## src/logic/pbmc_pkg.sv

```systemverilog
// Constants and types shared by the loop bandwidth control block.
package pbmc_pkg;
	// Register byte offsets on the Wishbone slave.
	localparam logic [7:0] OFS_CTRL   = 8'h00;
	localparam logic [7:0] OFS_STATUS = 8'h04;
	localparam logic [7:0] OFS_FBMUL  = 8'h08;
	localparam logic [7:0] OFS_REFDIV = 8'h0C;
	localparam logic [7:0] OFS_VRANGE = 8'h10;

	// Field widths of the divider, range and control registers.
	localparam int N_W = 12;
	localparam int R_W = 4;
	localparam int L_W = 8;
	localparam int CTRL_W = 10;

	// Status register bit positions.
	localparam int ST_LOCK  = 0;
	localparam int ST_TRACK = 1;
	localparam int ST_BASE  = 2;

	// Reset values of the divider and range registers.
	localparam logic [N_W-1:0] FBMUL_RST  = 12'h001;
	localparam logic [R_W-1:0] REFDIV_RST = 4'h1;
	localparam logic [L_W-1:0] VRANGE_RST = 8'h80;

	// Lock detector window and tolerances, in reference periods.
	localparam int WIN_PER  = 16;
	localparam int PULL_TOL = 4;
	localparam int LOCK_TOL = 1;

	// Selected clock edges per bus clock period.
	localparam int BUS_DIV = 4;

	// Control register layout, most significant field first.
	typedef struct packed {
		logic [1:0] range_exp;
		logic       rsvd;
		logic [1:0] prescale;
		logic       track;
		logic       irq_en;
		logic       base_sel;
		logic       power_on;
		logic       auto_bw;
	} pbmc_ctrl_s;

	localparam pbmc_ctrl_s CTRL_RST = '0;

	// Lock detector activity.
	typedef enum logic [0:0] {
		DET_OFF,
		DET_RUN
	} pbmc_det_e;
endpackage

```

## src/logic/pbmc_top.sv

```systemverilog
// Loop bandwidth, lock detect and base clock control with Wishbone slave.
// Functional notes
// - Track flag stays zero while the filter is in acquisition.
// - Filter runs in tracking whenever not acquiring or track flag set.
// - With auto bandwidth on, the lock detector switches filter mode itself.
// - In auto mode the track flag is read-only and shows filter mode.
// - Auto mode sets track flag inside acquisition tolerance, clears outside.
// - Auto mode locked flag is read-only, set inside lock tolerance.
// - With irq enable in auto mode, each locked flag change requests interrupt.
// - In manual mode the track flag is a writable filter mode control.
// - Manual mode disables the locked flag and all interrupt requests.
// - Loop locks at reference over R, times N, times two to P.
// - Bus clock runs at a quarter of the selected clock.
// - A zero reference divider or multiplier acts as one.
// - Vco base clock selection is refused while the loop is off.
//
// Chosen here: the register offsets and the Wishbone slave port.
`timescale 1ns/1ps
module pbmc_top
	import pbmc_pkg::*;
#(
	parameter int WIN    = WIN_PER,
	parameter int PULL_T = PULL_TOL,
	parameter int LOCK_T = LOCK_TOL
) (
	input  wire logic           ref_clk,
	input  wire logic           rst,
	input  wire logic           wb_cyc,
	input  wire logic           wb_stb,
	input  wire logic           wb_we,
	input  wire logic [7:0]     wb_adr,
	input  wire logic [3:0]     wb_sel,
	input  wire logic [31:0]    wb_dat_w,
	output logic      [31:0]    wb_dat_r,
	output logic                wb_ack,
	input  wire logic           vco_clock,
	output logic                loop_power_on,
	output logic                filter_track_flag,
	output logic                base_clock_select,
	output logic      [1:0]     prescale_exp,
	output logic      [1:0]     range_exp,
	output logic      [L_W-1:0] range_mult,
	output logic      [N_W-1:0] fb_mult,
	output logic      [R_W-1:0] ref_div,
	output logic                locked,
	output logic                lock_irq,
	output logic                bus_clk_en
);

	pbmc_ctrl_s     ctrl_ff;
	pbmc_ctrl_s     nxt_ctrl;
	pbmc_ctrl_s     ctrl_rd;
	pbmc_det_e      det_ff;
	logic [N_W-1:0] fb_ff;
	logic [R_W-1:0] rd_ff;
	logic [L_W-1:0] l_ff;
	logic [N_W-1:0] fb_eff_ff;
	logic [R_W-1:0] r_eff_ff;
	logic [31:0]    dat_ff;
	logic [31:0]    rd_mux;
	logic           ack_ff;
	logic           wb_req;
	logic           wb_wr;
	logic [15:0]    ctrl_wr;
	logic [15:0]    fb_wr;
	logic [15:0]    rd_wr;
	logic [15:0]    l_wr;
	logic           vco_s1_ff;
	logic           vco_s2_ff;
	logic           vco_s3_ff;
	logic           vco_edge;
	logic [2:0]     pre_cnt_ff;
	logic [2:0]     pre_top;
	logic           pre_last;
	logic [N_W-1:0] mod_cnt_ff;
	logic           vdv_ev;
	logic [R_W-1:0] r_cnt_ff;
	logic           rdv_ev;
	logic [7:0]     per_cnt_ff;
	logic [7:0]     hit_cnt_ff;
	logic [7:0]     hit_tot;
	logic [7:0]     err;
	logic           win_done;
	logic           pull_ok;
	logic           lock_ok;
	logic           track_ff;
	logic           lock_ff;
	logic           nxt_lock;
	logic           irq_ff;
	logic           base_ff;
	logic           sel_edge;
	logic [1:0]     bus_div_ff;
	logic           bus_en_ff;

	// Byte lanes 0 and 1 carry every register; upper lanes are ignored.
	function automatic logic [15:0] lane_wr(
		input logic [15:0] old,
		input logic [31:0] dat,
		input logic [3:0]  sel
	);
		lane_wr = old;
		if (sel[0]) begin
			lane_wr[7:0] = dat[7:0];
		end
		if (sel[1]) begin
			lane_wr[15:8] = dat[15:8];
		end
	endfunction

	// A request is served once; ack drops in the cycle after it rose.
	assign wb_req  = wb_cyc & wb_stb & ~ack_ff;
	assign wb_wr   = wb_req & wb_we;
	assign ctrl_wr = lane_wr({6'h00, ctrl_ff}, wb_dat_w, wb_sel);
	assign fb_wr   = lane_wr({4'h0, fb_ff}, wb_dat_w, wb_sel);
	assign rd_wr   = lane_wr({12'h000, rd_ff}, wb_dat_w, wb_sel);
	assign l_wr    = lane_wr({8'h00, l_ff}, wb_dat_w, wb_sel);

	// Control write filtering; refusals keep the old field value.
	always_comb begin
		nxt_ctrl = pbmc_ctrl_s'(ctrl_wr[CTRL_W-1:0]);
		nxt_ctrl.rsvd = 1'b0;
		if (ctrl_ff.auto_bw) begin
			nxt_ctrl.track = ctrl_ff.track;
		end
		// The loop must not stop while it drives the base clock.
		if (ctrl_ff.base_sel) begin
			nxt_ctrl.power_on = 1'b1;
		end
		// Power and selection never change in the same write.
		if (nxt_ctrl.power_on != ctrl_ff.power_on) begin
			nxt_ctrl.base_sel = ctrl_ff.base_sel;
		end
		if (!nxt_ctrl.power_on) begin
			nxt_ctrl.base_sel = 1'b0;
		end
	end

	// Control register.
	always_ff @(posedge ref_clk) begin
		if (rst) begin
			ctrl_ff <= CTRL_RST;
		end else if (wb_wr && wb_adr == OFS_CTRL) begin
			ctrl_ff <= nxt_ctrl;
		end
	end

	// Divider and range registers; values are stored as written.
	always_ff @(posedge ref_clk) begin
		if (rst) begin
			fb_ff <= FBMUL_RST;
			rd_ff <= REFDIV_RST;
			l_ff  <= VRANGE_RST;
		end else if (wb_wr) begin
			if (wb_adr == OFS_FBMUL) begin
				fb_ff <= fb_wr[N_W-1:0];
			end
			if (wb_adr == OFS_REFDIV) begin
				rd_ff <= rd_wr[R_W-1:0];
			end
			if (wb_adr == OFS_VRANGE) begin
				l_ff <= l_wr[L_W-1:0];
			end
		end
	end

	// Zero divisors are meaningless, so they act as one.
	always_ff @(posedge ref_clk) begin
		if (rst) begin
			fb_eff_ff <= FBMUL_RST;
			r_eff_ff  <= REFDIV_RST;
		end else begin
			fb_eff_ff <= (fb_ff == '0) ? N_W'(1) : fb_ff;
			r_eff_ff  <= (rd_ff == '0) ? R_W'(1) : rd_ff;
		end
	end

	// Read multiplexer; the track field shows the live filter mode.
	always_comb begin
		ctrl_rd = ctrl_ff;
		ctrl_rd.track = track_ff;
		rd_mux = 32'h0000_0000;
		case (wb_adr)
			OFS_CTRL: begin
				rd_mux[CTRL_W-1:0] = ctrl_rd;
			end
			OFS_STATUS: begin
				rd_mux[ST_LOCK]  = lock_ff;
				rd_mux[ST_TRACK] = track_ff;
				rd_mux[ST_BASE]  = base_ff;
			end
			OFS_FBMUL: begin
				rd_mux[N_W-1:0] = fb_ff;
			end
			OFS_REFDIV: begin
				rd_mux[R_W-1:0] = rd_ff;
			end
			OFS_VRANGE: begin
				rd_mux[L_W-1:0] = l_ff;
			end
			default: begin
				rd_mux = 32'h0000_0000;
			end
		endcase
	end

	// Bus answer one cycle after the request; unmapped reads give zero.
	always_ff @(posedge ref_clk) begin
		if (rst) begin
			ack_ff <= 1'b0;
			dat_ff <= 32'h0000_0000;
		end else begin
			ack_ff <= wb_req;
			if (wb_req) begin
				dat_ff <= rd_mux;
			end
		end
	end

	// The vco pin is asynchronous; the edge is taken from the second and third stages.
	always_ff @(posedge ref_clk) begin
		if (rst) begin
			vco_s1_ff <= 1'b0;
			vco_s2_ff <= 1'b0;
			vco_s3_ff <= 1'b0;
		end else begin
			vco_s1_ff <= vco_clock;
			vco_s2_ff <= vco_s1_ff;
			vco_s3_ff <= vco_s2_ff;
		end
	end

	assign vco_edge = vco_s2_ff & ~vco_s3_ff;

	// Detector runs only while the loop is powered.
	always_ff @(posedge ref_clk) begin
		if (rst) begin
			det_ff <= DET_OFF;
		end else begin
			case (det_ff)
				DET_OFF: begin
					if (ctrl_ff.power_on) begin
						det_ff <= DET_RUN;
					end
				end
				DET_RUN: begin
					if (!ctrl_ff.power_on) begin
						det_ff <= DET_OFF;
					end
				end
				default: begin
					det_ff <= DET_OFF;
				end
			endcase
		end
	end

	// Feedback path divides vco edges by two to the P, then by N.
	assign pre_top  = (3'h1 << ctrl_ff.prescale) - 3'h1;
	assign pre_last = (pre_cnt_ff == pre_top);
	assign vdv_ev   = vco_edge & pre_last &
		(mod_cnt_ff == fb_eff_ff - N_W'(1));

	always_ff @(posedge ref_clk) begin
		if (rst || det_ff == DET_OFF) begin
			pre_cnt_ff <= 3'h0;
			mod_cnt_ff <= '0;
		end else if (vco_edge) begin
			if (pre_last) begin
				pre_cnt_ff <= 3'h0;
				if (vdv_ev) begin
					mod_cnt_ff <= '0;
				end else begin
					mod_cnt_ff <= mod_cnt_ff + N_W'(1);
				end
			end else begin
				pre_cnt_ff <= pre_cnt_ff + 3'h1;
			end
		end
	end

	// Reference path divides the reference clock by R.
	assign rdv_ev = (r_cnt_ff == r_eff_ff - R_W'(1));

	always_ff @(posedge ref_clk) begin
		if (rst || det_ff == DET_OFF || rdv_ev) begin
			r_cnt_ff <= '0;
		end else begin
			r_cnt_ff <= r_cnt_ff + R_W'(1);
		end
	end

	// Feedback events are counted over a whole number of reference periods.
	assign win_done = rdv_ev & (per_cnt_ff == 8'(WIN - 1));
	assign hit_tot  = hit_cnt_ff + {7'h00, vdv_ev};
	assign err      = (hit_tot >= 8'(WIN)) ? hit_tot - 8'(WIN)
		: 8'(WIN) - hit_tot;
	assign pull_ok  = (err <= 8'(PULL_T));
	assign lock_ok  = (err <= 8'(LOCK_T));

	always_ff @(posedge ref_clk) begin
		if (rst || det_ff == DET_OFF) begin
			per_cnt_ff <= 8'h00;
			hit_cnt_ff <= 8'h00;
		end else if (win_done) begin
			per_cnt_ff <= 8'h00;
			hit_cnt_ff <= 8'h00;
		end else begin
			if (rdv_ev) begin
				per_cnt_ff <= per_cnt_ff + 8'h01;
			end
			// Saturate so a runaway vco cannot wrap into a false lock.
			if (vdv_ev && hit_cnt_ff != 8'hFF) begin
				hit_cnt_ff <= hit_cnt_ff + 8'h01;
			end
		end
	end

	// Filter mode: low means acquisition, high means tracking.
	always_ff @(posedge ref_clk) begin
		if (rst) begin
			track_ff <= 1'b0;
		end else if (!ctrl_ff.auto_bw) begin
			track_ff <= ctrl_ff.track;
		end else if (!ctrl_ff.power_on) begin
			track_ff <= 1'b0;
		end else if (win_done) begin
			track_ff <= pull_ok;
		end
	end

	// Lock flag exists only in auto mode with the loop powered.
	always_comb begin
		nxt_lock = lock_ff;
		if (!ctrl_ff.auto_bw || !ctrl_ff.power_on) begin
			nxt_lock = 1'b0;
		end else if (win_done) begin
			nxt_lock = lock_ok;
		end
	end

	// A one-cycle request marks each lock change in either direction, except the drop on leaving auto mode.
	always_ff @(posedge ref_clk) begin
		if (rst) begin
			lock_ff <= 1'b0;
			irq_ff  <= 1'b0;
		end else begin
			lock_ff <= nxt_lock;
			irq_ff  <= ctrl_ff.auto_bw & ctrl_ff.irq_en &
				(nxt_lock != lock_ff);
		end
	end

	// A zero range factor also forces the crystal clock.
	always_ff @(posedge ref_clk) begin
		if (rst) begin
			base_ff <= 1'b0;
		end else begin
			base_ff <= ctrl_ff.base_sel & ctrl_ff.power_on &
				(l_ff != '0);
		end
	end

	// Bus clock enable every fourth edge of the selected clock.
	assign sel_edge = base_ff ? vco_edge : 1'b1;

	always_ff @(posedge ref_clk) begin
		if (rst) begin
			bus_div_ff <= 2'h0;
			bus_en_ff  <= 1'b0;
		end else begin
			bus_en_ff <= sel_edge & (bus_div_ff == 2'(BUS_DIV - 1));
			if (sel_edge) begin
				bus_div_ff <= bus_div_ff + 2'h1;
			end
		end
	end

	assign wb_dat_r          = dat_ff;
	assign wb_ack            = ack_ff;
	assign loop_power_on     = ctrl_ff.power_on;
	assign filter_track_flag = track_ff;
	assign base_clock_select = base_ff;
	assign prescale_exp      = ctrl_ff.prescale;
	assign range_exp         = ctrl_ff.range_exp;
	assign range_mult        = l_ff;
	assign fb_mult           = fb_eff_ff;
	assign ref_div           = r_eff_ff;
	assign locked            = lock_ff;
	assign lock_irq          = irq_ff;
	assign bus_clk_en        = bus_en_ff;
endmodule

```

## config.mk

```make
export PLATFORM = sky130hd
export DESIGN_NAME = pbmc_top
export DESIGN_NICKNAME = d
export VERILOG_FILES = /design/src/logic/pbmc_pkg.sv /design/src/logic/pbmc_top.sv
export SDC_FILE = /design/constraint.sdc
export NUM_CORES = 1
export LEC_CHECK = 0
export ABC_CLOCK_PERIOD_IN_PS = 10850
export BUFFER_PORTS_ARGS = -buffer_cell sky130_fd_sc_hd__buf_2
export CAP_MARGIN = 20
export CORE_ASPECT_RATIO = 0.75
export CORE_UTILIZATION = 45
export DETAILED_ROUTE_END_ITERATION = 10
export GPL_ROUTABILITY_DRIVEN = 0
export MAX_ROUTING_LAYER = met4
export PLACE_DENSITY_LB_ADDON = 0.15
export SLEW_MARGIN = 40
export SYNTH_ARGS = -nofsm -noshare
export SYNTH_HDL_FRONTEND = slang
export SYNTH_SLANG_ARGS = --single-unit
```

## constraint.sdc

```tcl
create_clock -name ref_clk -period 10.85 [get_ports ref_clk]
set_input_delay 0.5425 -clock ref_clk [delete_from_list [all_inputs] [get_ports ref_clk]]
set_output_delay 0.5425 -clock ref_clk [all_outputs]
set_load 0.02 [all_outputs]
```

Yosys cells after proc, flatten, opt, wreduce, memory -nomap -nowiden
Cells that the tools add are included.
- $add $sub $neg: 12
- $lt $le $gt $ge: 3
- equality and inequality tests: 15
- shift operators: 1
- multiplexer cells: 19
- bitwise logic cells: 16
- reduce and logical (&&, ||, !) cells: 23
- operator list (cell ; count):
    equality test 8 x 4 -> 1 bit (second input constant) ; 3
    AND reduction 3 bit ; 6
    adder 8 x 1 -> 8 bit (second input constant) ; 2
    one-hot mux 3 bit (5 select lines) ; 1
    adder 12 x 1 -> 12 bit (second input constant) ; 1
    bitwise AND 1 bit ; 12
    equality test 12 bit ; 1
    logical NOT 12 bit ; 1
    two-way mux 12 bit ; 1
    one-hot mux 4 bit (3 select lines) ; 1
    subtractor 12 x 1 -> 12 bit (second input constant) ; 1
    two-way mux 1 bit ; 10
    adder 8 x 1 -> 8 bit ; 1
    equality test 8 x 3 -> 1 bit (second input constant) ; 1
    equality test 8 x 5 -> 1 bit (second input constant) ; 1
    greater-or-equal comparator 8 x 5 -> 1 bit (second input constant) ; 1
    less-or-equal comparator 8 x 1 -> 1 bit (second input constant) ; 1
    less-or-equal comparator 8 x 3 -> 1 bit (second input constant) ; 1
    logical NOT 8 bit ; 1
    two-way mux 8 bit ; 1
    != test 8 bit (second input constant) ; 1
    nonzero test 8 bit ; 1
    subtractor 5 x 8 -> 8 bit (first input constant) ; 1
    subtractor 8 x 5 -> 8 bit (second input constant) ; 1
    23 further kinds ; 37
- register bits after elaboration: 108
- input bits: 50
- output and inout port bits: 67
- logic and storage cells: 119

Logic depth before layout (Yosys ltp)
Gate-level depths: netlist of the first run.
- depth after elaboration: 13
- mapped depth: 19
- mapped depth without buffers: 18

Worst setup path before layout of the first run
No wires, ideal clock.
- kind: register -> register
- start point: register fb_eff_ff[0] (netlist: fb_mult[0])
- end point: register irq_ff (netlist: lock_irq)
- setup time: 86 ps
- arrival time: 3905 ps
- data required time: 10764 ps
- path slack: 6860 ps
- stages on the path, launching flop included: 19
- cells stage by stage: dfxtp_1 -> clkbuf_1 -> inv_1 -> ha_1 -> and2b_1 -> xnor2_1 -> o41ai_1 -> and4bb_1 -> nand4_4 -> inv_2 -> ha_1 -> ha_1 -> xor2_1 -> or3_1 -> o21a_1 -> a221oi_1 -> and3_1 -> nand4bb_1 -> a211oi_1
- cells in the longest elaborated chain, start to end: 11
- elaborated cells on any way between the ends: 13
- classes of those cells: add/sub: 4; order compare: 2; eq/ne: 2; mux: 3; bitwise: 2
- ends and longest elaborated chain (what ; RTL line ; source):
    start: declaration ; pbmc_top.sv:57 ; logic [N_W-1:0] fb_eff_ff;
    start signal: assignment ; pbmc_top.sv:172 ; fb_eff_ff <= (fb_ff == '0) ? N_W'(1) : fb_ff;
    subtractor 12 x 1 -> 12 bit (*) ; pbmc_top.sv:261 ; (mod_cnt_ff == fb_eff_ff - N_W'(1));
    equality test 12 bit (*) ; pbmc_top.sv:261 ;
    bitwise AND 1 bit (*) ; pbmc_top.sv:260 ; assign vdv_ev = vco_edge & pre_last &
    adder 8 x 1 -> 8 bit (*) ; pbmc_top.sv:294 ; assign hit_tot = hit_cnt_ff + {7'h00, vdv_ev};
    subtractor 5 x 8 -> 8 bit (tied with other cells) ; pbmc_top.sv:296 ; : 8'(WIN) - hit_tot;
    two-way mux 8 bit (*) ; pbmc_top.sv:295 ; assign err = (hit_tot >= 8'(WIN)) ? hit_tot - 8'(WIN)
    less-or-equal comparator 8 x 1 -> 1 bit (*) ; pbmc_top.sv:298 ; assign lock_ok = (err <= 8'(LOCK_T));
    two-way mux 1 bit (*) ; pbmc_top.sv:336 ; end else if (win_done) begin
    two-way mux 1 bit (*) ; pbmc_top.sv:334 ; if (!ctrl_ff.auto_bw || !ctrl_ff.power_on) begin
    != test 1 bit (*) ; pbmc_top.sv:349 ; (nxt_lock != lock_ff);
    bitwise AND 1 bit (*) ; pbmc_top.sv:348 ; irq_ff <= ctrl_ff.auto_bw & ctrl_ff.irq_en &
    end signal: assignment ; pbmc_top.sv:348 ;
    end: declaration ; pbmc_top.sv:89 ; logic irq_ff;
Mark *: on every way between the ends. The rest lies on a longest branch, timed or not.
A chain may end at the register's enable or synchronous reset.

Worst setup path in the final report of the first run
Ends and elaborated chain as after synthesis.

==> results.tsv, run 1 <==
stage	metric	value	unit
status	outcome	finished clean	
global_route	grt_use_total	21.9	%
clock_network	postCtsSetupBuffers	0	
worst_setup_path	reg2reg_from	fb_mult[0]	
final_layout	finalNetCount	747	
sta	grt_setup_unrepaired	no	
synth	synth.most_common_cell	dfxtp_1	
clock_network	cts_sinks	108	
worst_setup_path	rrSetupSlack	6.14	ns
final_layout	fill_cells	1136	
power_and_ir_drop	power_switching	0.000189	W
routing	via_count	4568	
power_and_ir_drop	intPower	0.000572	W
global_route	antenna_found_initial	0	
job	drv_cap	0	
sta	min_period_over_period	43.4	%
synth	ys_types	71	
synth	synth_largest_area_cell	dfxtp_1	
power_and_ir_drop	p_clk_share	42.6	%
clock_network	htreeDepth	3	
power_and_ir_drop	combPwrFrac	4.9	%
placed_design	dp_cells	836	
worst_setup_path	worstPathMaxFanout	10	
power_and_ir_drop	leakagePower	2.51	nW
min_path	hold_start	vco_clock	
worst_setup_path	crit_type	reg2reg	
placed_design	place_hpwl	9540	um
synth	seq_area_frac_synth	39.2	%
worst_setup_path	end_kind	register	
sta	report.final.slew_viol_count	0	
placed_design	port_buffers	74	
sta	tns	0	ns
floorplanning	die_h	97.9	um
final_layout	syn2layout_area_growth	12.3	%
min_path	min_to	vco_s1_ff	
final_layout	drive_gt1_share	16.8	%
floorplanning	initial_utilization	46.8	%
power_and_ir_drop	p_per_area	123	mW/mm^2
floorplanning	fp.dieArea	0.0127	sq mm
clock_network	numCtsBuffers	9	
synth	synth_warnings	0	
worst_setup_path	cp.arrival	4.95	ns
synth	synth_top_area_share	39.2	%
floorplanning	fp-row-count	34	
clock_network	cts_hold_buf	0	
clock_network	clockBufferDepth	2	
min_path	holdPathStages	2	
floorplanning	io_pins	117	
routing	totalWireLength	12700	um
synth	synthCells	631	
sta	setup_violations	0	
sta	hold_viol	0	
synth	async_flop_share	0	%
sta	tightest_slew	0.742	ns
routing	drc	0	
routing	drt_iter0_markers	300	
routing	dr.pass1.iters	5	
final_layout	multiInputGateArea	0.00308	sq mm
final_layout	finalNonFillerCells	852	
final_layout	n_antenna_cell	0	
synth	ys_top_cells_by_count	108 x dfxtp_1, 91 x nor2_1, 34 x mux2i_1	
sta	max_slew_margin	50.5	%
floorplanning	core_area	0.0118	sq mm
worst_setup_path	start_kind	register	
power_and_ir_drop	switching_share	24.8	%
clock_network	clk_latency	0.35	ns
sta	fmax	212	MHz
synth	netlist_area	0.00552	sq mm
global_route	grt_max_degree	74	
power_and_ir_drop	seq_power_share	52.5	%
synth	synth-edff-count	0	
floorplanning	die_w	130	um
power_and_ir_drop	ir_drop	76.3	uV
clock_network	clock-root-buffer	clkbuf_16	
synth	ys_seq_elements	108	
routing	drtAntennaViolNets	0	
synth	ys.flop_type	dfxtp_1	
worst_setup_path	r2r-end	lock_irq	
clock_network	cts_tree	built	
synth	synth_area_leaders	dfxtp_1 39%, nor2_1 6.2%, mux2i_1 6.2%	
clock_network	cts.reportedPaths.clkPinSlew	0.08	ns
sta	fin_crit	4.71	ns
global_route	grt_remaining_overflow	0	
synth	postSynthAreaPerCell	8.75	sq um
worst_setup_path	crit_required	11.09	ns
global_route	grt_pass1_vias	4285	
min_path	min_path_type	in2reg	
clock_network	postCtsResizedCells	0	
sta	fin_skew	0.00848	ns
final_layout	ff_latch_area	0.00216	sq mm
worst_setup_path	r2r_cells	16	
global_route	grt_pass1_wl	21100	um
routing	routed_via_density	5.36	
routing	wl_per_cell	14.9	um
-- critical path, stage by stage, from the launching register on --
cell and delay (ns):
dfxtp_1 0.58, inv_1 0.10, ha_1 0.29, and2b_1 0.26
xnor2_1 0.15, o41ai_1 0.31, and4bb_1 0.29, nand4_4 0.18
inv_2 0.19, ha_1 0.19, nand3_1 0.18, a2111oi_0 0.63
nor2_1 0.12, a221oi_1 0.42, and3_1 0.26, nand4bb_1 0.11
a211oi_1 0.34
-- worst max path at each step --
stage	start	to	slack (ns)	cells past startpoint
after floorplan	fb_mult[0]	lock_irq	6.86	18
after global placement	fb_mult[0]	lock_irq	6.32	17
after detailed placement	fb_mult[0]	lock_irq	6.21	16
after CTS	fb_mult[0]	lock_irq	6.10	16
after global routing	fb_mult[0]	lock_irq	5.59	16
final	fb_mult[0]	lock_irq	6.14	16
-- power groups by stage --
stage,Clock (W),Combinational [W],Sequential (W)
detailed placement,0,0.0000367,0.000409
global placement,0,0.0000355,0.000409
global route,0.000349,0.0000409,0.000400
floorplan,0,0.0000283,0.000411
CTS,0.000333,0.0000369,0.000400
finish,0.000324,0.0000370,0.000400
-- area by class of cell --
cell class                      instances  share of cell area, %
Clock buffer                            9                   3.63
Clock inverter                          7                   1.15
Inverter                               20                   1.21
Multi-Input combinational cell        470                   49.6
Sequential cell                       108                   34.9
Tap cell                              162                   3.27
Timing Repair Buffer                   76                   6.22
-- state kept, by name, indices dropped and copies added (netlist names), 2 cells and up --
register / count
r_cnt_ff: 4
pre_cnt_ff: 3
rd_ff: 4
bus_div_ff: 2
range_exp: 2
range_mult: 8
mod_cnt_ff: 12
wb_dat_r: 12
prescale_exp: 2
fb_ff: 12
hit_cnt_ff: 8
ctrl_ff: 4
ref_div: 4
fb_mult: 12
per_cnt_ff: 8
-- metal layers --
metal | wire (um) | up-vias | track usage [%]
met5 | 0 | - | -
met4 | 170 | 0 | 5.81
met3 | 479 | 14 | 4.22
met2 | 5650 | 104 | 32.9
met1 | 6430 | 2172 | 29.8
li1 | - | 2278 | -
-- per-stage QoR --
step | worst slack (ns) | utilization, % | instance area, sq um | hold WS (ns) | total power [W]
floorplan | 6.86 | - | 5590 | 0.414 | 0.000440
global placement | 6.32 | 50.0 | 5890 | 0.439 | 0.000445
detailed placement | 6.21 | 50.1 | 5900 | 0.443 | 0.000446
CTS | 6.10 | 52.6 | 6200 | 0.401 | 0.000770
global route | 5.59 | 52.6 | 6200 | 0.408 | 0.000791
finish | 6.14 | 52.6 | 6200 | 0.400 | 0.000761
-- cell families (layout without fill, tap and decap cells) --
logic type / count (synthesis) / in the layout / synth area share, %
and+or+nand+nor: 261 / 261 / 24.9
buffers and inverters: 72 / 112 / 6.55
adders and majority gates: 12 / 12 / 2.72
DFF: 108 / 108 / 39.2
other: 1 / 20 / 0.0679
xor gates and xnor gates: 42 / 42 / 6.94
AOI/OAI and AO/OA: 92 / 92 / 11.6
muxes: 43 / 43 / 8.00
-- cells in the final DEF (no fill, tap or decap), drive strengths merged, types with 21 or more instances in the layout --
master	n
nor3	25
xnor2	24
dfxtp	108
buf	76
nand2	29
mux2i	34
nand3	21
nor2b	25
nor2	92
a21oi	29
inv	23
(Power assumes the default switching activity.)
==> run 2, diff against run 1 <==
--- a/config.mk
+++ b/config.mk
@@ -5,7 +5,7 @@
 export SDC_FILE = /design/constraint.sdc
 export NUM_CORES = 1
 export LEC_CHECK = 0
-export ABC_CLOCK_PERIOD_IN_PS = 10850
+export ABC_CLOCK_PERIOD_IN_PS = 4470
 export BUFFER_PORTS_ARGS = -buffer_cell sky130_fd_sc_hd__buf_2
 export CAP_MARGIN = 20
 export CORE_ASPECT_RATIO = 0.75
==> constraint.sdc (replaced) <==
create_clock -name ref_clk -period 4.47 [get_ports ref_clk]
set_input_delay 0.2235 -clock ref_clk [delete_from_list [all_inputs] [get_ports ref_clk]]
set_output_delay 0.2235 -clock ref_clk [all_outputs]
set_load 0.02 [all_outputs]
==> run 2 against run 1 <==
  * Sequential cell count did not move
  * Highest routed layer unchanged
  * Critical endpoint is now filter_track_flag
  * First-iteration DRC count fell by 0.33%
  * Final cell count rose by 0.23%
  * Die area did not move
  * Power rose by 140%
  * Routed wire length rose by 1.5%
  * Clock power rose by 130%
==> results.tsv, run 2 (synthesized netlist as in run 1, its figures left out) <==
stage	metric	value	unit	change
final_layout	drive_gt1_share	17.3	%	+0.53 points
floorplanning	io_pins	117		unchanged
final_layout	fin_area	0.00621	sq mm	+0.12%
sta	tightest_slew	0.716	ns	-0.0258 ns
worst_setup_path	cp.arrival	4.43	ns	-0.52 ns
global_route	grt_remaining_overflow	0		unchanged
final_layout	final_common_cell	dfxtp_1		
clock_network	cts_hold_buf	0		unchanged
floorplanning	fp.dieArea	0.0127	sq mm	unchanged
placed_design	port_buffers	74		unchanged
placed_design	place_hpwl	9650	um	+1.1%
sta	grt_setup_unrepaired	no		
power_and_ir_drop	ir_drop	191	uV	+150%
routing	wl_met1	6430	um	about the same
global_route	grt_use_total	22.1	%	+0.25 points
floorplanning	initial_utilization	46.8	%	unchanged
final_layout	syn2layout_area_growth	12.4	%	
floorplanning	fp-row-count	34		unchanged
routing	wl_met3	573	um	+20%
worst_setup_path	start_kind	register		
final_layout	finalNetCount	750		+0.40%
global_route	grt_max_degree	73		-1.4%
floorplanning	die_w	130	um	unchanged
routing	wl_per_cell	15.1	um	+1.3%
sta	worst_slack	0.288	ns	-5.85 ns
routing	drtAntennaViolNets	0		unchanged
routing	drt_iter0_markers	299		-0.33%
job	drv_cap	0		unchanged
min_path	min_path_type	in2reg		
sta	tns	0	ns	unchanged
global_route	grt_pass1_vias	4367		+1.9%
floorplanning	die_h	97.9	um	unchanged
routing	top_layer_used	met4		
final_layout	finalNonFillerCells	854		+0.23%
routing	drc	0		unchanged
worst_setup_path	crit_required	4.72	ns	-6.37 ns
worst_setup_path	worstPathMaxFanout	9		-1
placed_design	placed_cell_area	0.00592	sq mm	+0.25%
clock_network	numCtsBuffers	9		unchanged
routing	routed_via_density	5.35		-0.17%
clock_network	cts.reportedPaths.clkPinSlew	0.07	ns	about the same
sta	report.final.slew_viol_count	0		unchanged
routing	route.met2.wl	5720	um	+1.2%
final_layout	n_antenna_cell	0		unchanged
sta	fmax	239	MHz	+13%
clock_network	htreeDepth	3		unchanged
clock_network	clk_latency	0.35	ns	about the same
power_and_ir_drop	leakagePower	2.51	nW	about the same
floorplanning	core_area	0.0118	sq mm	unchanged
placed_design	dp_slack	0.151	ns	-6.06 ns
sta	setup_violations	0		unchanged
sta	hold_viol	0		unchanged
clock_network	cts_tree	built		
power_and_ir_drop	p_per_area	291	mW/mm^2	+140%
sta	fin_skew	0.00877	ns	+0.000292 ns
routing	totalWireLength	12900	um	+1.5%
final_layout	final_cell_mix	107 x dfxtp_1, 91 x nor2_1, 74 x buf_2, 34 x mux2i_1, 29 x a21oi_1		
global_route	antenna_found_initial	0		unchanged
status	outcome	finished clean		
worst_setup_path	end_kind	register		
routing	dr.pass1.iters	4		-1
global_route	grt_pass1_wl	21500	um	+1.7%
routing	via_count	4571		+0.066%
worst_setup_path	crit_type	reg2reg		
placed_design	dp_cells	838		+0.24%
clock_network	clock-root-buffer	clkbuf_16		
clock_network	clockBufferDepth	2		unchanged
sta	min_period_over_period	93.6	%	+50 points
sta	max_slew_margin	52.3	%	+1.7 points
clock_network	cts_sinks	108		unchanged
sta	fin_crit	4.18	ns	-0.530 ns
run 2: repair_timing:
item / 4_1_cts / 5_1_grt
resized for setup: 0 / 5
endpoints found under the setup margin: 0 / 3
buffers inserted: 0 / 1
run 2: layer usage:
| layer | up-vias | track usage, % |
|---|---|---|
| li1 | 2287 | - |
| met1 | 2154 | 30.1 |
| met2 | 114 | 32.4 |
| met3 | 16 | 4.71 |
| met4 | 0 | 7.25 |
| met5 | - | - |
run 2: path summary, 6_finish.rpt:
kind | startpoint | end | slack [ns] | cells past startpoint
max reg2reg | fb_mult[1] | filter_track_flag | 0.29 | 17
min reg2reg | wb_dat_r[10] | wb_dat_r[10] | 0.45 | 2
min | vco_clock | vco_s1_ff | 0.08 | 2
max | fb_mult[1] | filter_track_flag | 0.29 | 17
run 2: layout make-up:
cell class / count / area (sq um)
Tap cell: 162 / 203
Multi-Input combinational cell: 470 / 3090
Sequential cell: 108 / 2160
Clock buffer: 10 / 229
Fill cell: 1124 / 5580
Clock inverter: 5 / 36.3
Inverter: 20 / 77.6
Timing Repair Buffer: 79 / 408
run 2: through the flow:
| step | power, W | util (%) | hold slack [ns] |
|---|---|---|---|
| floorplan | 0.00107 | - | 0.333 |
| global placement | 0.00108 | 50.1 | 0.433 |
| detailed placement | 0.00108 | 50.2 | 0.440 |
| CTS | 0.00182 | 52.5 | 0.0764 |
| global route | 0.00187 | 52.7 | 0.0946 |
| finish | 0.00180 | 52.7 | 0.0842 |
run 2: critical path, stage by stage (launching register included):
cell and delay, ns:
dfxtp_2 0.41, inv_1 0.06, ha_1 0.25, and2b_1 0.25, xnor2_1 0.17, o41ai_1 0.28
and4bb_1 0.28, nand4_4 0.15, inv_4 0.14, ha_1 0.19, ha_1 0.23, xor2_1 0.16
or3_1 0.36, o21a_1 0.19, a221oi_2 0.30, and3_1 0.25, o21ai_0 0.10, a311oi_1 0.30
run 2: where the power goes:
part / switching [W] / internal, W / leakage, nW
Combinational: 0.0000626 / 0.0000286 / 1.51
Clock: 0.000363 / 0.000379 / 0.133
Sequential: 0.00000332 / 0.000968 / 0.872
Total: 0.000429 / 0.00138 / 2.51
